<file path="src/ssp_defs.svh">
`ifndef SSP_DEFS_SVH
`define SSP_DEFS_SVH

// ----------------------------------------------------------------
// Register indices (byte address = 4 * index)
// ----------------------------------------------------------------
`define SSP_IDX_FORMAT 6'h1a
`define SSP_IDX_TXCTL 6'h1b
`define SSP_IDX_OFFSET 6'h1c
`define SSP_IDX_PINSEL 6'h1d
`define SSP_IDX_CH1 6'h1e
`define SSP_IDX_STATUS 6'h30

// ----------------------------------------------------------------
// Reset values
// ----------------------------------------------------------------
`define SSP_RST_FORMAT 8'h30
`define SSP_RST_TXCTL 8'h00
`define SSP_RST_OFFSET 8'h00
`define SSP_RST_PINSEL 8'h00
`define SSP_RST_CH1 8'h00

// ----------------------------------------------------------------
// Field positions
// ----------------------------------------------------------------
`define SSP_FMT_LSB 6
`define SSP_WLEN_LSB 4
`define SSP_FILL_BIT 6
`define SSP_OFS_MSB 4
`define SSP_CH1_ON_BIT 5
`define SSP_SLOT_MSB 4
`define SSP_ST_UNDERRUN 0
`define SSP_ST_EMPTY 1
`define SSP_ST_FULL 2
`define SSP_ST_RIGHT 3

// ----------------------------------------------------------------
// Word lengths and responses
// ----------------------------------------------------------------
`define SSP_LEN16 6'd16
`define SSP_LEN20 6'd20
`define SSP_LEN24 6'd24
`define SSP_LEN32 6'd32
`define SSP_RESP_OKAY 2'b00
`define SSP_RESP_DECERR 2'b11
`define SSP_CNT_MAX 11'h7ff

`endif

</file>
<file path="src/ssp_pkg.sv">
package ssp_pkg;

  typedef enum logic [1:0]
  {
    SSP_FMT_TDM = 2'b00,
    SSP_FMT_I2S = 2'b01,
    SSP_FMT_LEFTJ = 2'b10,
    SSP_FMT_RSVD = 2'b11
  } ssp_framing_e;

  // One output pin: level and drive enable
  typedef struct packed
  {
    logic d;
    logic oe;
  } ssp_pin_s;

  // Channel 1 setup
  typedef struct packed
  {
    logic chan1_output_on;
    logic [4:0] chan1_slot_index;
  } ssp_ch1_s;

endpackage

</file>
<file path="src/ssp_tx.sv">
`timescale 1ns/1ps
`include "ssp_defs.svh"

module ssp_tx
#(
  parameter int ADDR_W = 8,
  parameter int FIFO_DEPTH = 4
)
(
  // Clock and reset
  input wire logic aclk,
  input wire logic aresetn,
  // AXI4-Lite write
  input wire logic [ADDR_W-1:0] s_axi_awaddr,
  input wire logic s_axi_awvalid,
  output logic s_axi_awready,
  input wire logic [31:0] s_axi_wdata,
  input wire logic [3:0] s_axi_wstrb,
  input wire logic s_axi_wvalid,
  output logic s_axi_wready,
  output logic [1:0] s_axi_bresp,
  output logic s_axi_bvalid,
  input wire logic s_axi_bready,
  // AXI4-Lite read
  input wire logic [ADDR_W-1:0] s_axi_araddr,
  input wire logic s_axi_arvalid,
  output logic s_axi_arready,
  output logic [31:0] s_axi_rdata,
  output logic [1:0] s_axi_rresp,
  output logic s_axi_rvalid,
  input wire logic s_axi_rready,
  // Channel 1 sample stream
  input wire logic [31:0] smp_data,
  input wire logic smp_valid,
  output logic smp_ready,
  // Serial link
  input wire logic bclk_pin,
  input wire logic fsync_pin,
  output ssp_pkg::ssp_pin_s first_serial_out_pin,
  output ssp_pkg::ssp_pin_s second_serial_out_pin
);

  // ----------------------------------------------------------------
  // Registers
  // ----------------------------------------------------------------
  logic [7:0] format_r;
  logic [7:0] txctl_r;
  logic [4:0] tx_msb_delay_cycles_r;
  logic [7:0] pin_sel_r;
  ssp_pkg::ssp_ch1_s ch1_r;
  logic underrun_r;
  logic right_half_r;

  ssp_pkg::ssp_framing_e framing_select;
  logic [1:0] slot_bit_length;
  logic idle_cycle_drive;
  logic chan1_pin_choice;

  assign framing_select = ssp_pkg::ssp_framing_e'(format_r[`SSP_FMT_LSB+:2]);
  assign slot_bit_length = format_r[`SSP_WLEN_LSB+:2];
  assign idle_cycle_drive = txctl_r[`SSP_FILL_BIT];
  assign chan1_pin_choice = pin_sel_r[0];

  // ----------------------------------------------------------------
  // Decode helpers
  // ----------------------------------------------------------------
  function automatic logic reg_hit(input logic [ADDR_W-1:0] addr);
    logic [5:0] idx;
    idx = addr[7:2];
    reg_hit = (idx == `SSP_IDX_FORMAT) || (idx == `SSP_IDX_TXCTL) || (idx == `SSP_IDX_OFFSET) ||
              (idx == `SSP_IDX_PINSEL) || (idx == `SSP_IDX_CH1) || (idx == `SSP_IDX_STATUS);
  endfunction

  function automatic logic [5:0] word_len(input logic [1:0] code);
    unique case (code)
      2'b00: word_len = `SSP_LEN16;
      2'b01: word_len = `SSP_LEN20;
      2'b10: word_len = `SSP_LEN24;
      2'b11: word_len = `SSP_LEN32;
    endcase
  endfunction

  // ----------------------------------------------------------------
  // AXI4-Lite slave
  // ----------------------------------------------------------------
  logic wr_go;
  logic wr_take;
  logic rd_go;
  logic rd_take;
  logic [5:0] wr_idx;
  logic underrun_clr;
  logic fifo_empty;
  logic fifo_full;

  assign wr_go = s_axi_awvalid & s_axi_wvalid & ~s_axi_awready & ~s_axi_bvalid;
  assign wr_take = s_axi_awready & s_axi_awvalid & s_axi_wvalid;
  assign rd_go = s_axi_arvalid & ~s_axi_arready & ~s_axi_rvalid;
  assign rd_take = s_axi_arready & s_axi_arvalid;
  assign wr_idx = s_axi_awaddr[7:2];
  assign underrun_clr = wr_take & s_axi_wstrb[0] & (wr_idx == `SSP_IDX_STATUS) &
                        s_axi_wdata[`SSP_ST_UNDERRUN];

  always_ff @(posedge aclk)
  begin
    if (!aresetn)
    begin
      s_axi_awready <= 1'b0;
      s_axi_wready <= 1'b0;
      s_axi_bvalid <= 1'b0;
      s_axi_bresp <= `SSP_RESP_OKAY;
    end
    else
    begin
      s_axi_awready <= wr_go;
      s_axi_wready <= wr_go;
      if (wr_take)
      begin
        s_axi_bvalid <= 1'b1;
        s_axi_bresp <= reg_hit(s_axi_awaddr) ? `SSP_RESP_OKAY : `SSP_RESP_DECERR;
      end
      else if (s_axi_bready)
      begin
        s_axi_bvalid <= 1'b0;
      end
    end
  end

  always_ff @(posedge aclk)
  begin
    if (!aresetn)
    begin
      s_axi_arready <= 1'b0;
      s_axi_rvalid <= 1'b0;
      s_axi_rdata <= 32'h0;
      s_axi_rresp <= `SSP_RESP_OKAY;
    end
    else
    begin
      s_axi_arready <= rd_go;
      if (rd_take)
      begin
        s_axi_rvalid <= 1'b1;
        s_axi_rresp <= reg_hit(s_axi_araddr) ? `SSP_RESP_OKAY : `SSP_RESP_DECERR;
        unique case (s_axi_araddr[7:2])
          `SSP_IDX_FORMAT: s_axi_rdata <= {24'h0, format_r};
          `SSP_IDX_TXCTL: s_axi_rdata <= {24'h0, txctl_r};
          `SSP_IDX_OFFSET: s_axi_rdata <= {27'h0, tx_msb_delay_cycles_r};
          `SSP_IDX_PINSEL: s_axi_rdata <= {24'h0, pin_sel_r};
          `SSP_IDX_CH1: s_axi_rdata <= {26'h0, ch1_r};
          `SSP_IDX_STATUS: s_axi_rdata <= {28'h0, right_half_r, fifo_full, fifo_empty, underrun_r};
          default: s_axi_rdata <= 32'h0;
        endcase
      end
      else if (s_axi_rready)
      begin
        s_axi_rvalid <= 1'b0;
      end
    end
  end

  always_ff @(posedge aclk)
  begin
    if (!aresetn)
    begin
      format_r <= `SSP_RST_FORMAT;
      txctl_r <= `SSP_RST_TXCTL;
      tx_msb_delay_cycles_r <= 5'(`SSP_RST_OFFSET);
      pin_sel_r <= `SSP_RST_PINSEL;
      ch1_r <= 6'(`SSP_RST_CH1);
    end
    else if (wr_take && s_axi_wstrb[0])
    begin
      unique case (wr_idx)
        `SSP_IDX_FORMAT: format_r <= s_axi_wdata[7:0];
        `SSP_IDX_TXCTL: txctl_r <= s_axi_wdata[7:0];
        `SSP_IDX_OFFSET: tx_msb_delay_cycles_r <= s_axi_wdata[`SSP_OFS_MSB:0];
        `SSP_IDX_PINSEL: pin_sel_r <= s_axi_wdata[7:0];
        `SSP_IDX_CH1: ch1_r <= s_axi_wdata[`SSP_CH1_ON_BIT:0];
        default: ;
      endcase
    end
  end

  // ----------------------------------------------------------------
  // Sample FIFO
  // ----------------------------------------------------------------
  logic fifo_in_ready;
  logic [31:0] fifo_data;
  logic fifo_valid;
  logic fifo_pop;
  logic fifo_take;

  ssp_fifo #(.WIDTH(32), .DEPTH(FIFO_DEPTH)) u_fifo
  (
    .aclk(aclk),
    .aresetn(aresetn),
    .in_data(smp_data),
    .in_valid(fifo_take),
    .in_ready(fifo_in_ready),
    .out_data(fifo_data),
    .out_valid(fifo_valid),
    .out_ready(fifo_pop)
  );

  assign fifo_empty = ~fifo_valid;
  assign fifo_full = ~fifo_in_ready;
  assign fifo_take = smp_valid & smp_ready;

  // Ready is registered, so it drops for a cycle after each take; a take then always finds room
  always_ff @(posedge aclk)
  begin
    if (!aresetn)
    begin
      smp_ready <= 1'b0;
    end
    else
    begin
      smp_ready <= fifo_in_ready & ~fifo_take;
    end
  end

  // ----------------------------------------------------------------
  // Link sampling
  // ----------------------------------------------------------------
  logic [1:0] bclk_sync_r;
  logic [1:0] fsync_sync_r;
  logic bclk_prev_r;
  logic fsync_prev_r;
  logic bclk_rise;
  logic bclk_fall;

  always_ff @(posedge aclk)
  begin
    if (!aresetn)
    begin
      bclk_sync_r <= 2'b00;
      fsync_sync_r <= 2'b00;
      bclk_prev_r <= 1'b0;
    end
    else
    begin
      bclk_sync_r <= {bclk_sync_r[0], bclk_pin};
      fsync_sync_r <= {fsync_sync_r[0], fsync_pin};
      bclk_prev_r <= bclk_sync_r[1];
    end
  end

  assign bclk_rise = bclk_sync_r[1] & ~bclk_prev_r;
  assign bclk_fall = ~bclk_sync_r[1] & bclk_prev_r;

  // ----------------------------------------------------------------
  // Frame position and slot match
  // ----------------------------------------------------------------
  logic [10:0] bit_cnt_r;
  logic fs_rise;
  logic fs_fall;
  logic half_start;
  logic half_right;
  logic [10:0] cnt_nxt;
  logic right_nxt;
  logic [5:0] len;
  logic [4:0] slot_in_half;
  logic slot_is_right;
  logic [10:0] slot_start;
  logic slot_load;

  assign fs_rise = fsync_sync_r[1] & ~fsync_prev_r;
  assign fs_fall = ~fsync_sync_r[1] & fsync_prev_r;
  assign len = word_len(slot_bit_length);

  always_comb
  begin
    half_start = 1'b0;
    half_right = 1'b0;
    unique case (framing_select)
      ssp_pkg::SSP_FMT_I2S:
      begin
        half_start = fs_rise | fs_fall;
        half_right = fs_rise;
      end
      ssp_pkg::SSP_FMT_LEFTJ:
      begin
        half_start = fs_rise | fs_fall;
        half_right = fs_fall;
      end
      default:
      begin
        half_start = fs_rise;
        half_right = 1'b0;
      end
    endcase
  end

  assign cnt_nxt = half_start ? 11'h0 : ((bit_cnt_r == `SSP_CNT_MAX) ? bit_cnt_r : bit_cnt_r + 11'h1);
  assign right_nxt = half_start ? half_right : right_half_r;

  always_comb
  begin
    if (framing_select == ssp_pkg::SSP_FMT_I2S || framing_select == ssp_pkg::SSP_FMT_LEFTJ)
    begin
      slot_in_half = {1'b0, ch1_r.chan1_slot_index[3:0]};
      slot_is_right = ch1_r.chan1_slot_index[4];
    end
    else
    begin
      slot_in_half = ch1_r.chan1_slot_index;
      slot_is_right = 1'b0;
    end
  end

  assign slot_start = 11'(tx_msb_delay_cycles_r) + 11'(slot_in_half) * 11'(len);
  assign slot_load = bclk_rise & ch1_r.chan1_output_on & (cnt_nxt == slot_start) &
                     (right_nxt == slot_is_right);
  assign fifo_pop = slot_load;

  always_ff @(posedge aclk)
  begin
    if (!aresetn)
    begin
      bit_cnt_r <= `SSP_CNT_MAX;
      right_half_r <= 1'b0;
      fsync_prev_r <= 1'b0;
    end
    else if (bclk_rise)
    begin
      bit_cnt_r <= cnt_nxt;
      right_half_r <= right_nxt;
      fsync_prev_r <= fsync_sync_r[1];
    end
  end

  // Underrun: set wins over a software clear in the same cycle
  always_ff @(posedge aclk)
  begin
    if (!aresetn)
    begin
      underrun_r <= 1'b0;
    end
    else if (slot_load && !fifo_valid)
    begin
      underrun_r <= 1'b1;
    end
    else if (underrun_clr)
    begin
      underrun_r <= 1'b0;
    end
  end

  // ----------------------------------------------------------------
  // Serializer and pin drive
  // ----------------------------------------------------------------
  logic [31:0] shift_r;
  logic [5:0] bits_left_r;
  ssp_pkg::ssp_pin_s idle_pin;
  ssp_pkg::ssp_pin_s data_pin;

  assign idle_pin = '{d: 1'b0, oe: ~idle_cycle_drive};
  assign data_pin = '{d: shift_r[31], oe: 1'b1};

  always_ff @(posedge aclk)
  begin
    if (!aresetn)
    begin
      shift_r <= 32'h0;
      bits_left_r <= 6'h0;
    end
    else if (slot_load)
    begin
      shift_r <= fifo_valid ? fifo_data : 32'h0;
      bits_left_r <= len;
    end
    else if (bclk_fall && bits_left_r != 6'h0)
    begin
      shift_r <= {shift_r[30:0], 1'b0};
      bits_left_r <= bits_left_r - 6'h1;
    end
  end

  always_ff @(posedge aclk)
  begin
    if (!aresetn)
    begin
      first_serial_out_pin <= '{d: 1'b0, oe: 1'b0};
      second_serial_out_pin <= '{d: 1'b0, oe: 1'b0};
    end
    else if (bclk_fall)
    begin
      first_serial_out_pin <= idle_pin;
      second_serial_out_pin <= idle_pin;
      if (bits_left_r != 6'h0)
      begin
        if (chan1_pin_choice)
        begin
          second_serial_out_pin <= data_pin;
        end
        else
        begin
          first_serial_out_pin <= data_pin;
        end
      end
    end
  end

endmodule

</file>
<file path="src/ssp_fifo.sv">
`timescale 1ns/1ps

module ssp_fifo
#(
  parameter int WIDTH = 32,
  parameter int DEPTH = 4
)
(
  // Clock and reset
  input wire logic aclk,
  input wire logic aresetn,
  // Fill side
  input wire logic [WIDTH-1:0] in_data,
  input wire logic in_valid,
  output logic in_ready,
  // Drain side
  output logic [WIDTH-1:0] out_data,
  output logic out_valid,
  input wire logic out_ready
);

  localparam int AW = $clog2(DEPTH);

  logic [WIDTH-1:0] mem [DEPTH];
  logic [AW:0] wr_ptr_r;
  logic [AW:0] rd_ptr_r;
  logic [AW:0] level;
  logic push;
  logic pop;

  assign level = wr_ptr_r - rd_ptr_r;
  assign in_ready = (level != (AW + 1)'(DEPTH));
  assign out_valid = (level != '0);
  assign out_data = mem[rd_ptr_r[AW-1:0]];
  assign push = in_valid & in_ready;
  assign pop = out_valid & out_ready;

  always_ff @(posedge aclk)
  begin
    if (push)
    begin
      mem[wr_ptr_r[AW-1:0]] <= in_data;
    end
  end

  always_ff @(posedge aclk)
  begin
    if (!aresetn)
    begin
      wr_ptr_r <= '0;
      rd_ptr_r <= '0;
    end
    else
    begin
      if (push)
      begin
        wr_ptr_r <= wr_ptr_r + 1'b1;
      end
      if (pop)
      begin
        rd_ptr_r <= rd_ptr_r + 1'b1;
      end
    end
  end

endmodule

</file>
<file path="config.mk">
export PLATFORM = sky130hd
export DESIGN_NAME = ssp_tx
export DESIGN_NICKNAME = d
export VERILOG_FILES = /design/src/ssp_pkg.sv /design/src/ssp_tx.sv /design/src/ssp_fifo.sv
export VERILOG_INCLUDE_DIRS = /design/src
export SDC_FILE = /design/constraint.sdc
export NUM_CORES = 1
export LEC_CHECK = 0
export BUFFER_PORTS_ARGS = -buffer_cell sky130_fd_sc_hd__buf_2
export CAP_MARGIN = 30
export CORE_UTILIZATION = 53
export CTS_BUF_LIST = sky130_fd_sc_hd__clkbuf_8 sky130_fd_sc_hd__clkbuf_16
export DETAILED_ROUTE_END_ITERATION = 10
export PLACE_DENSITY = 0.79
export SYNTH_ARGS = -nofsm -noshare
export SYNTH_HDL_FRONTEND = slang
export SYNTH_SLANG_ARGS = --single-unit
</file>
<file path="constraint.sdc">
create_clock -name aclk -period 6.8 [get_ports aclk]
set_clock_uncertainty 0.2 [all_clocks]
set_input_delay 1.36 -clock aclk [delete_from_list [all_inputs] [get_ports aclk]]
set_output_delay 1.36 -clock aclk [all_outputs]
set_load 0.02 [all_outputs]
</file>
After elaboration in Yosys (flattened, before gate mapping)
Memory sizes are Yosys's and may differ from the RTL's. A register that Yosys moved wholly into a read port is not among the register bits.
Index checks and enable logic that the tools add are counted.
{"block": "op_classes", "n_mul": 1, "addsub": 6, "reduce_logical": 28, "bitwise": 35, "mux": 30, "n_eq_ne": 21}
{"op": "two-way mux 32 bit", "count": 3}
{"op": "equality test 6 x 5 -> 1 bit (second input constant)", "count": 10}
{"op": "one-hot mux 8 bit (6 select lines)", "count": 1}
{"op": "one-hot mux 6 bit (4 select lines)", "count": 1}
{"op": "AND 1 bit", "count": 22}
{"op": "two-way mux 11 bit", "count": 2}
{"op": "two-way mux 2 bit", "count": 8}
{"op": "equality test 6 bit (second input constant)", "count": 2}
{"op": "two-way mux 6 bit", "count": 2}
{"op": "inverter 1 bit", "count": 12}
{"op": "adder 11 x 1 -> 11 bit (second input constant)", "count": 1}
{"op": "adder 5 x 11 -> 11 bit", "count": 1}
{"op": "equality test 11 bit", "count": 1}
{"op": "equality test 11 bit (second input constant)", "count": 1}
{"op": "logical OR 1 bit", "count": 11}
{"op": "multiplier 5 x 6 -> 11 bit", "count": 1}
{"op": "two-way mux 1 bit", "count": 11}
{"op": "AND reduction 2 bit", "count": 5}
{"op": "nonzero test 2 bit", "count": 4}
{"op": "adder 3 x 1 -> 3 bit (second input constant)", "count": 2}
{"op": "equality test 2 bit (second input constant)", "count": 3}
{"op": "nonzero test 6 bit", "count": 1}
{"op": "subtractor 6 x 1 -> 6 bit (second input constant)", "count": 1}
{"op": "two-way mux 5 bit", "count": 1}
{"op": "11 further kinds", "count": 14}
{"block": "totals", "reg_bits": 143, "mem_bits_rw": 128, "memories": 1, "wordCells": 151}
{"name": "u_fifo.mem", "depth": 4, "word_bits": 32, "rd": 1, "rd_clocked_by_memory_dff": 1, "wr": 1, "line_no": "ssp_fifo.sv:24", "rtl": "logic [WIDTH-1:0] mem [DEPTH];"}

Depth between registers and ports, before layout
Gate-level depths: netlist of run 1.
{"block": "depth", "depth_word": 11, "depth_mapped": 19, "mapped_depth_nobuf": 18}

Cells and area by module
A second synthesis of run 1 with hierarchy kept.
{"block": "unflattened", "hier_cells": 995, "hier_area_um2": 11583.6}
{"mod": "ssp_tx", "instances": 1, "area_each_um2": 6465.0, "seq_area_each_um2": 2222.1, "cells_each": 775}
{"mod": "ssp_fifo", "instances": 1, "area_each_um2": 5118.7, "seq_area_each_um2": 4003.8, "cells_each": 220}

Worst setup path after synthesis of run 1
OpenSTA, ideal clock, no wires.
{"block": "synth_path", "path_type": "flip-flop to flip-flop", "from": "register format_r[4]", "to": "register bits_left_r[5]", "stages_incl_launch_ff": 18, "slack_ns": 1.691, "n_path_buf": 2, "arrival_ns": 4.794, "setup_time_ns": 0.116, "cell_sequence": "dfxtp_1 clkbuf_1 nor2b_1 nand3_1 fa_1 inv_1 fa_1 fa_1 ha_1 o21ai_0 or4b_2 o2111ai_1 nor3_1 nand4b_1 or4_4 buf_6 nand3b_1 and3_1"}
{"block": "synth_between", "elab_chain_cells": 8, "elab_cells_between_ends": 12, "cone_classes": "add/sub (1); mul (1); eq/ne (4); mux (2); bitwise (2); reduce/logical (2)"}
{"element": "start, declared", "line_no": "ssp_tx.sv:46", "rtl": "logic [7:0] format_r;"}
{"element": "start signal, assigned", "line_no": "ssp_tx.sv:165", "rtl": "format_r <= `SSP_RST_FORMAT;"}
{"element": "start signal, assigned", "line_no": "ssp_tx.sv:174", "rtl": "`SSP_IDX_FORMAT: format_r <= s_axi_wdata[7:0];"}
{"element": "equality test 2 bit (tied with other cells)", "line_no": "ssp_tx.sv:75", "rtl": "unique case (code)"}
{"element": "one-hot mux 6 bit (4 select lines) (*)", "line_no": "ssp_tx.sv:75"}
{"element": "multiplier 5 x 6 -> 11 bit", "line_no": "ssp_tx.sv:311", "rtl": "assign slot_start = 11'(tx_msb_delay_cycles_r) + 11'(slot_in_half) * 11'(len);"}
{"element": "adder 5 x 11 -> 11 bit", "line_no": "ssp_tx.sv:311"}
{"element": "equality test 11 bit", "line_no": "ssp_tx.sv:312", "rtl": "assign slot_load = bclk_rise & ch1_r.chan1_output_on & (cnt_nxt == slot_start) &"}
{"element": "AND 1 bit (2 in a row)", "line_no": "ssp_tx.sv:312"}
{"element": "two-way mux 6 bit / nonzero test 2 bit (equally long branches)"}
{"element": "end signal, assigned", "line_no": "ssp_tx.sv:370", "rtl": "bits_left_r <= len;"}
{"element": "end signal, assigned", "line_no": "ssp_tx.sv:375", "rtl": "bits_left_r <= bits_left_r - 6'h1;"}
{"element": "end, declared", "line_no": "ssp_tx.sv:353", "rtl": "logic [5:0] bits_left_r;"}
Every way passes the cells marked *; elsewhere a longest branch is shown, timed or not. The select of a mux whose other input is x is not followed.
A chain may end at the register's enable or synchronous reset.

Worst setup path in the final report of run 1
{"block": "layout_path", "from": "register format_r[4]", "to": "register u_fifo.rd_ptr_r[1]"}
{"block": "layout_between", "elab_chain_cells": 8, "elab_cells_between_ends": 11, "cone_classes": "add/sub (1); mul (1); eq/ne (4); mux (1); bitwise (3); reduce/logical (1)"}
{"element": "equality test 2 bit (tied with other cells)", "line_no": "ssp_tx.sv:75"}
{"element": "one-hot mux 6 bit (4 select lines) (*)", "line_no": "ssp_tx.sv:75"}
{"element": "multiplier 5 x 6 -> 11 bit (*)", "line_no": "ssp_tx.sv:311"}
{"element": "adder 5 x 11 -> 11 bit (*)", "line_no": "ssp_tx.sv:311"}
{"element": "equality test 11 bit (*)", "line_no": "ssp_tx.sv:312"}
{"element": "AND 1 bit (*) (2 in a row)", "line_no": "ssp_tx.sv:312"}
{"element": "AND 1 bit (*)", "line_no": "ssp_fifo.sv:36", "rtl": "assign pop = out_valid & out_ready;"}
{"element": "end signal, assigned", "line_no": "ssp_fifo.sv:61", "rtl": "rd_ptr_r <= rd_ptr_r + 1'b1;"}
{"element": "end, declared", "line_no": "ssp_fifo.sv:26", "rtl": "logic [AW:0] rd_ptr_r;"}
Marks and branches as above.

==> impl_metrics.ini, run 1 <==
[finish]
fillCellCount = 1774
final_layout_size_suffix_gt1_share_pct = 15.3
final-instance-count-excl-fill = 1439
syn2layout_area_growth_pct = 11.4
postLayoutCellArea_sq_um = 13200
nNetsFinal = 1275

[hold_path]
holdPathStages = 1
hold_end = s_axi_wready$_SDFF_PN0_
hp-class = flop to flop
holdCritStartpoint = s_axi_bvalid$_SDFFE_PN0P_

[run_status]
status = complete, no violations

[synth]
yosysSeqAreaShare_pct = 52.5
synth_area_sq_um = 11900
synth_most_common_cell = nand2_1
synth_edf_count = 128
async_reset_ff_share_pct = 0
synth_commonest_cells = 237 x nand2_1, 128 x edfxtp_1, 119 x dfxtp_1
synth-seq-cells = 247
synth_warnings = 0
synthCells = 1081
yosys.area.top_type = edfxtp_1
synth_top_cell_area_share_pct = 32.4
synth_cell_types = 63
netlist_top_cells_area = edfxtp_1 32%, dfxtp_1 20%, nand2_1 7.5%
ys.flop_type = edfxtp_1
syn_avg_cell_area_sq_um = 11.0

[clock_tree]
insertion_delay_ps = 530
cts_buffer_depth = 3
htreeDepth = 1
clkTransAtPathRegs_ps = 60
clock_sinks = 247
postCtsResizedCells = 0
cts-buffers-inserted = 25
cts_setup_buffers = 0
cts_tree = yes
clockRootBuffer = clkbuf_16
ctsHoldBuffers = 0

[worst_setup_path]
cp.required_ps = 7040
reg2regPathDepth = 15
r2r_end = u_fifo.rd_ptr_r[1]$_SDFFE_PN0P_
r2r_slack_ps = 960
cp_max_fo = 47
critical_path_class = flop to flop
end_kind = flop
critPathArrivalTime_ps = 6080
crit-reg2reg-launch = format_r[4]$_SDFFE_PN1P_
worstSetupStartpointType = flop

[sta]
post-route-period-util_pct = 85.9
setup_viol = 0
max_freq_mhz = 171
fin_ws_ps = 959
fin_setup_tns_ps = 0
min_period_ps = 5840
drv_slew = 0
slew_headroom_pct = 33.6
rsz0062_at_grt = no
finalHoldViolCount = 0
worstMarginPinSlew_ps = 997

[routing]
drcViolationCount = 0
post_drt_wl_per_cell_um = 16.4
viasPerCell = 5.53
wl_mm = 23.7
first_pass_iters = 5
vias = 7956
ant_nets = 0
drtIter0Drc = 543

[grt]
use_met1_pct = 25.9
grt_pass1_wl_mm = 37.0
grt.busiest_layer = met2
overflow = 0
grt_pass1_vias = 7508
grt_max_degree = 104
grtUsageTotal_pct = 20.5
antenna_found_initial = 2
use_met3_pct = 3.68
met2_usage_pct = 36.0

[die]
die_area_sq_um = 23000
num_rows = 54
initial_core_util_pct = 54.2
die_h_um = 152
io-pin-count = 140
coreArea_sq_um = 21900
die_w_um = 152

[place]
dpl.hpwl_mm = 15.1
routabilityCongestion = 0.862
place_area_sq_um = 12400
dp.cells = 1393
dpl_worst_slack_ps = 994
port-buffer-count = 84

[pwr]
fin_total_pwr_w = 0.00325
ir_worst_vdd_v = 0.000263
cellLeakagePower_nw = 5.39
powerDensity_nw_per_um2 = 246

[job]
cap_violations = 0
[worst max-delay path, cell delays in order (launching register included)]
cell       delay (ps)
dfxtp_1           490
nor2b_1           410
nand3_1           170
fa_1              560
inv_1              60
fa_1              500
fa_1              500
ha_1              360
o21ai_0           120
or4b_2            610
o2111ai_1         150
nor3_1             80
nand4b_1          170
or4_4             820
nor2b_4           280
mux2i_1           220
[layer usage]
| layer | vias to the layer above | wire length (um) |
|---|---|---|
| met4 | 2 | 507 |
| met3 | 42 | 1250 |
| met2 | 207 | 11700 |
| li1 | 3909 | - |
| met1 | 3796 | 10200 |
| met5 | - | 12 |
[placed cells by master, fill, tap and decap left out, types with 11 or more instances in the layout]
cell type	n
inv_1	38
a21oi_1	23
and3_1	16
nand2_1	237
o21ai_0	29
nor2_1	27
nor2b_1	36
and2_1	26
buf_2	83
ha_1	32
conb_1	24
mux2i_1	64
nand3_1	28
mux4_2	32
clkbuf_16	25
a21boi_0	19
xnor2_1	11
a31oi_1	11
edfxtp_1	128
buf_4	13
dfxtp_1	118
[worst max-delay path by stage]
stage	startpoint	end	slack, ps	cells past startpoint
floorplan	format_r[4]$_SDFFE_PN1P_	bits_left_r[5]$_SDFFE_PN0P_	1690	17
global placement	format_r[4]$_SDFFE_PN1P_	bits_left_r[5]$_SDFFE_PN0P_	1070	15
detailed placement	format_r[4]$_SDFFE_PN1P_	flop	990	15
CTS	format_r[4]$_SDFFE_PN1P_	u_fifo.rd_ptr_r[1]$_SDFFE_PN0P_	950	15
global route	format_r[4]$_SDFFE_PN1P_	flop	670	15
finish	format_r[4]$_SDFFE_PN1P_	u_fifo.rd_ptr_r[1]$_SDFFE_PN0P_	960	15
[report_power, final]
group	internal (W)	leakage (nW)	switching, W	total [W]
Sequential	0.00159	2.12	0.0000138	0.00161
Combinational	0.0000840	2.82	0.000133	0.000217
Clock	0.000858	0.444	0.000567	0.00143
Total	0.00253	5.39	0.000713	0.00325
[flip-flops by register name (all words and copies together), names as in the netlist, 2 cells and up, named ones only]
| signal | count |
|---|---|
| bclk_sync_r | 2 |
| bit_cnt_r | 11 |
| bits_left_r | 6 |
| ch1_r | 6 |
| first_serial_out_pin | 2 |
| format_r | 8 |
| fsync_sync_r | 2 |
| pin_sel_r | 8 |
| s_axi_rdata | 8 |
| second_serial_out_pin | 2 |
| shift_r | 32 |
| tx_msb_delay_cycles_r | 5 |
| txctl_r | 8 |
| u_fifo.mem | 128 |
| u_fifo.rd_ptr_r | 3 |
| u_fifo.wr_ptr_r | 3 |
[final cells by class]
type | count | area [sq um] | area share, %
multi-input combinational | 735 | 5100 | 38.6
timing repair buffer | 97 | 541 | 4.09
sequential | 247 | 6230 | 47.1
antenna | 1 | 2.50 | 0.0189
clock inverter | 17 | 196 | 1.49
tap | 280 | 350 | 2.65
inverter | 34 | 128 | 0.966
clock buffer | 28 | 667 | 5.05
[metrics by stage]
step | hold WS [ps] | utilization, %
4_1_cts | 234 | 60.4
2_1_floorplan | 212 | -
3_3_place_gp | 211 | 56.3
3_5_place_dp | 223 | 56.4
6_report | 231 | 60.4
5_1_grt | 255 | 60.4
[cell families after synthesis]
group / after synthesis / synth area share, %
flops: 247 / 52.5
other cells: 1 / 0.0316
compound gates: 138 / 7.92
simple gates: 419 / 16.7
mux: 98 / 11.7
xor+xnor: 15 / 1.11
buf+inv: 122 / 5.19
fa+ha+maj: 41 / 4.89
(Power assumes the default switching activity.)
==> inputs of run 2 (changes only) <==
--- a/config.mk
+++ b/config.mk
@@ -6,12 +6,13 @@
 export SDC_FILE = /design/constraint.sdc
 export NUM_CORES = 1
 export LEC_CHECK = 0
-export BUFFER_PORTS_ARGS = -buffer_cell sky130_fd_sc_hd__buf_2
 export CAP_MARGIN = 30
 export CORE_UTILIZATION = 53
 export CTS_BUF_LIST = sky130_fd_sc_hd__clkbuf_8 sky130_fd_sc_hd__clkbuf_16
 export DETAILED_ROUTE_END_ITERATION = 10
-export PLACE_DENSITY = 0.79
+export DONT_BUFFER_PORTS = 1
+export GPL_ROUTABILITY_DRIVEN = 1
+export PLACE_DENSITY = 0.68
 export SYNTH_ARGS = -nofsm -noshare
 export SYNTH_HDL_FRONTEND = slang
 export SYNTH_SLANG_ARGS = --single-unit
==> run 2 against run 1 <==
Compared with the run above:
- total power is 2.8% lower
- sequential share of layout area rose by 1.7 points
- non-clock buffer count is 84 lower
- count of clock-buffer cells in the layout up 3
- setup slack improved by 90 ps
- via count shrank 5.2%
- sequential power about the same
- critical path depth unchanged
- wire length fell by 2.3%
- largest cell class unchanged
- largest power group unchanged
==> impl_metrics.ini, run 2 (synthesis gave the netlist of run 1 again) <==
[pwr]
switching_share_pct = 21.9
powerDensity_nw_per_um2 = 247
internal_power_w = 0.00246
cellLeakagePower_nw = 5.02
fin_total_pwr_w = 0.00316
p_seq_share_pct = 51.1
combPwrFrac_pct = 5.1
clkPwrFrac_pct = 43.8
p_sw_w = 0.000693
ir_worst_vdd_v = 0.000342

[finish]
ff_latch_area_sq_um = 6230
largest_register_ffs = 128
multi_input_area_sq_um = 5110
diodes = 0
fillCellCount = 1840
final_layout_size_suffix_gt1_share_pct = 8.81
nNetsFinal = 1193
layout_commonest_cell = nand2_1
final_cell_mix = 237 x nand2_1, 128 x edfxtp_1, 118 x dfxtp_1
final-instance-count-excl-fill = 1358
syn2layout_area_growth_pct = 7.64

[routing]
drcViolationCount = 0
wl_mm = 23.1
drtIter0Drc = 410
viasPerCell = 5.55
ant_nets = 0
first_pass_iters = 5
vias = 7541
post_drt_wl_per_cell_um = 17.0

[worst_setup_path]
cp_max_fo = 47
cp.required_ps = 7060
crit-reg2reg-launch = format_r[4]$_SDFFE_PN1P_
critical-path-slowest-cell = or4_4
cpPeakStageDelay_ps = 830
r2r_end = u_fifo.rd_ptr_r[1]$_SDFFE_PN0P_
reg2regPathDepth = 15
cp_common_cell = fa_1
end_kind = flop
worstSetupStartpointType = flop
r2r_slack_ps = 1050
worstPathCellList = nor2b_1, nand3_1, fa_1, inv_1, fa_1, fa_1, ha_1, o21ai_0, or4b_2, o2111ai_1, nor3_1, nand4b_1, or4_4, nor2b_4, mux2i_1
critPathArrivalTime_ps = 6010
critical_path_class = flop to flop

[die]
die_w_um = 152
coreArea_sq_um = 21900
die_h_um = 152
die_area_sq_um = 23000
num_rows = 54
io-pin-count = 140
initial_core_util_pct = 54.2

[clock_tree]
cts-buffers-inserted = 27
clkTransAtPathRegs_ps = 60
cts_setup_buffers = 0
clock_sinks = 247
cts_tree = yes
clockRootBuffer = clkbuf_16
ctsHoldBuffers = 0
postCtsResizedCells = 0
cts_buffer_depth = 3
insertion_delay_ps = 550
htreeDepth = 1

[grt]
grt_max_degree = 122
overflow = 0
grt_pass1_vias = 7241
grt_pass1_wl_mm = 36.8
antenna_found_initial = 0
grtUsageTotal_pct = 20.5

[run_status]
status = complete, no violations

[place]
port-buffer-count = 0
dp.cells = 1309
dpl_worst_slack_ps = 1070
dpl.hpwl_mm = 14.4
routabilityCongestion = 0.823

[sta]
worstMarginPinSlew_ps = 870
max_freq_mhz = 174
fin_ws_ps = 1050
post-route-period-util_pct = 84.6
finalHoldViolCount = 0
fin_setup_tns_ps = 0
drv_slew = 0
holdWs_ps = 243
rsz0062_at_grt = no
setup_viol = 0
min_period_ps = 5750
slew_headroom_pct = 41.5

[hold_path]
holdPathStages = 1
hold_end = bclk_sync_r[1]$_SDFF_PN0_
holdCritStartpoint = bclk_sync_r[0]$_SDFF_PN0_
hp-class = flop to flop

[job]
cap_violations = 0
==> run 2: how the worst max path moves through the flow <==
stage / to / start / depth (start not counted)
2_1_floorplan: bits_left_r[5]$_SDFFE_PN0P_ / format_r[4]$_SDFFE_PN1P_ / 17
3_3_place_gp: flop / format_r[4]$_SDFFE_PN1P_ / 15
3_5_place_dp: flop / format_r[6]$_SDFFE_PN0P_ / 16
4_1_cts: u_fifo.rd_ptr_r[1]$_SDFFE_PN0P_ / format_r[5]$_SDFFE_PN1P_ / 15
5_1_grt: u_fifo.rd_ptr_r[1]$_SDFFE_PN0P_ / format_r[5]$_SDFFE_PN1P_ / 15
6_report: u_fifo.rd_ptr_r[1]$_SDFFE_PN0P_ / format_r[4]$_SDFFE_PN1P_ / 15
==> run 2: critical path, delay by kind of cell (launching register included) <==
family / cells / cell delay [ps]
fa+ha+maj: 4 / 1930
mux: 1 / 230
flops: 1 / 490
buf+inv: 1 / 60
compound gates: 2 / 250
simple gates: 7 / 2500
==> run 2: metrics by stage <==
stage	utilization, %	instance area (sq um)
floorplan	-	11900
global placement	54.4	11900
detailed placement	54.4	11900
CTS	58.3	12800
global route	58.3	12800
finish	58.3	12800
==> run 2: routing by layer <==
metal	wire, um	GRT usage [%]	vias up
met5	0	0	-
met4	411	5.20	0
met3	1250	4.31	23
met2	11200	35.1	155
met1	10200	26.3	3621
li1	-	-	3742
==> run 2: final cells by class <==
type                            instances  share of cell area (%)
Inverter                               34                    1.00
Timing Repair Buffer                   13                   0.764
Sequential cell                       247                    48.8
Clock inverter                         18                   0.951
Clock buffer                           31                    5.72
Tap cell                              280                    2.74
Multi-Input combinational cell        735                    40.0
==> run 2: power groups by stage <==
| stage | clock (W) | combinational (W) | sequential, W |
|---|---|---|---|
| floorplan | 0 | 0.000165 | 0.00164 |
| global placement | 0 | 0.000159 | 0.00164 |
| detailed placement | 0 | 0.000160 | 0.00165 |
| CTS | 0.00141 | 0.000162 | 0.00161 |
| global route | 0.00147 | 0.000178 | 0.00162 |
| finish | 0.00138 | 0.000160 | 0.00161 |
==> inputs of run 3 (changes only) <==
==> constraint.sdc (replaced) <==
create_clock -name aclk -period 5.9 [get_ports aclk]
set_clock_uncertainty 0.2 [all_clocks]
set_input_delay 1.18 -clock aclk [delete_from_list [all_inputs] [get_ports aclk]]
set_output_delay 1.18 -clock aclk [all_outputs]
set_load 0.02 [all_outputs]
==> run 3 against run 2 <==
Compared with the run above:
- fmax is 4.8% higher
- worst hold slack worse by 6.8 ps
- largest power group unchanged
- register-to-register slack worse by 640 ps
- first-iteration DRC count is 13% lower
- sequential share of layout area is 0.37 points lower
- non-clock buffer count is 5 higher
- via count is 0.11% higher
==> impl_metrics.ini, run 3 (synthesis gave the netlist of run 1 again) <==
[clock_tree]
insertion_delay_ps = 550
clkTransAtPathRegs_ps = 60
ctsHoldBuffers = 0
postCtsResizedCells = 0
clock_sinks = 247
clockRootBuffer = clkbuf_16
htreeDepth = 1
cts_tree = yes
cts-buffers-inserted = 27
cts_setup_buffers = 0
cts_buffer_depth = 3

[worst_setup_path]
cp_common_cell = fa_1
critPathArrivalTime_ps = 5730
worstPathCellList = inv_1, ha_1, nand3_1, fa_1, inv_1, fa_1, fa_1, ha_1, o21ai_0, or4b_2, o2111ai_1, nor3_1, nand4b_1, or4_4, buf_4, and3_1
end_kind = flop
worstSetupStartpointType = flop
cp_max_fo = 21
cp.required_ps = 6140
critical_path_class = flop to flop
cpPeakStageDelay_ps = 620
critical-path-slowest-cell = or4_4

[die]
die_h_um = 152
io-pin-count = 140
initial_core_util_pct = 54.2
num_rows = 54
coreArea_sq_um = 21900
die_w_um = 152
die_area_sq_um = 23000

[job]
cap_violations = 0

[routing]
wl_mm = 23.2
vias = 7549
drtIter0Drc = 357
drcViolationCount = 0
ant_nets = 0
post_drt_wl_per_cell_um = 17.0
viasPerCell = 5.54
first_pass_iters = 5

[pwr]
ir_worst_vdd_v = 0.000286
cellLeakagePower_nw = 5.06
p_seq_share_pct = 49.6
internal_power_w = 0.00293
clkPwrFrac_pct = 45.4
fin_total_pwr_w = 0.00375
p_sw_w = 0.000815
powerDensity_nw_per_um2 = 291
combPwrFrac_pct = 4.9
switching_share_pct = 21.7

[finish]
diodes = 0
final-instance-count-excl-fill = 1363
syn2layout_area_growth_pct = 8.46
nNetsFinal = 1198
largest_register_ffs = 128
final_cell_mix = 237 x nand2_1, 128 x edfxtp_1, 118 x dfxtp_1
layout_commonest_cell = nand2_1
final_util_pct = 58.8
final_layout_size_suffix_gt1_share_pct = 9.51

[grt]
antenna_found_initial = 0
grt_pass1_vias = 7225
overflow = 0
grt_max_degree = 122
grt_pass1_wl_mm = 36.6
grtUsageTotal_pct = 20.3

[run_status]
status = complete, no violations

[place]
dp.cells = 1314
dpl_worst_slack_ps = 418
routabilityCongestion = 0.833
dpl.hpwl_mm = 14.6
port-buffer-count = 0

[sta]
fin_setup_tns_ps = 0
max_freq_mhz = 182
drv_slew = 0
slew_headroom_pct = 33.9
worstMarginPinSlew_ps = 983
rsz0062_at_grt = no
finalHoldViolCount = 0
min_period_ps = 5490
setup_viol = 0
post-route-period-util_pct = 93.0
fin_ws_ps = 411

[hold_path]
hp-class = flop to flop
[run 3: layout make-up]
type | count | area (sq um)
fillers | 1869 | 9030
repair buffers | 18 | 135
multi-input cells | 735 | 5110
clock inverters | 18 | 181
inverters | 34 | 128
well taps | 280 | 350
flip-flops and latches | 247 | 6230
clock buffers | 31 | 731
[run 3: power by group through the flow]
stage                     clock, W  combinational [W]  sequential, W
final                      0.00170           0.000185        0.00186
after global routing       0.00180           0.000204        0.00186
after CTS                  0.00174           0.000186        0.00186
after detailed placement         0           0.000184        0.00190
after global placement           0           0.000183        0.00190
after floorplan                  0           0.000190        0.00189
[run 3: routing by layer]
| metal | wire length, um | global-route usage [%] |
|---|---|---|
| met2 | 11100 | 34.5 |
| met5 | 0 | 0 |
| met3 | 1250 | 4.34 |
| met4 | 492 | 5.64 |
| met1 | 10300 | 26.3 |
[run 3: path summary, 6_finish.rpt]
kind | from | endpoint | slack, ps | cells after the start
min reg2reg | fsync_sync_r[0]$_SDFF_PN0_ | fsync_sync_r[1]$_SDFF_PN0_ | 240 | 1
min | fsync_sync_r[0]$_SDFF_PN0_ | fsync_sync_r[1]$_SDFF_PN0_ | 240 | 1
max | format_r[6]$_SDFFE_PN0P_ | bits_left_r[1]$_SDFFE_PN0P_ | 410 | 16
max reg2reg | format_r[6]$_SDFFE_PN0P_ | bits_left_r[1]$_SDFFE_PN0P_ | 410 | 16
[run 3: worst max-delay path: cells and delay by family (launching register included)]
family | cells | cell delay (ps)
adders and majority gates | 5 | 2300
and+or+nand+nor | 6 | 1800
DFF | 1 | 410
buffers and inverters | 3 | 410
AOI/OAI and AO/OA | 2 | 250
[run 3: stage by stage]
step | hold WS (ps) | cell area [sq um]
floorplan | 212 | 11900
global placement | 226 | 12000
detailed placement | 218 | 12000
CTS | 243 | 12900
global route | 265 | 12900
finish | 237 | 12900
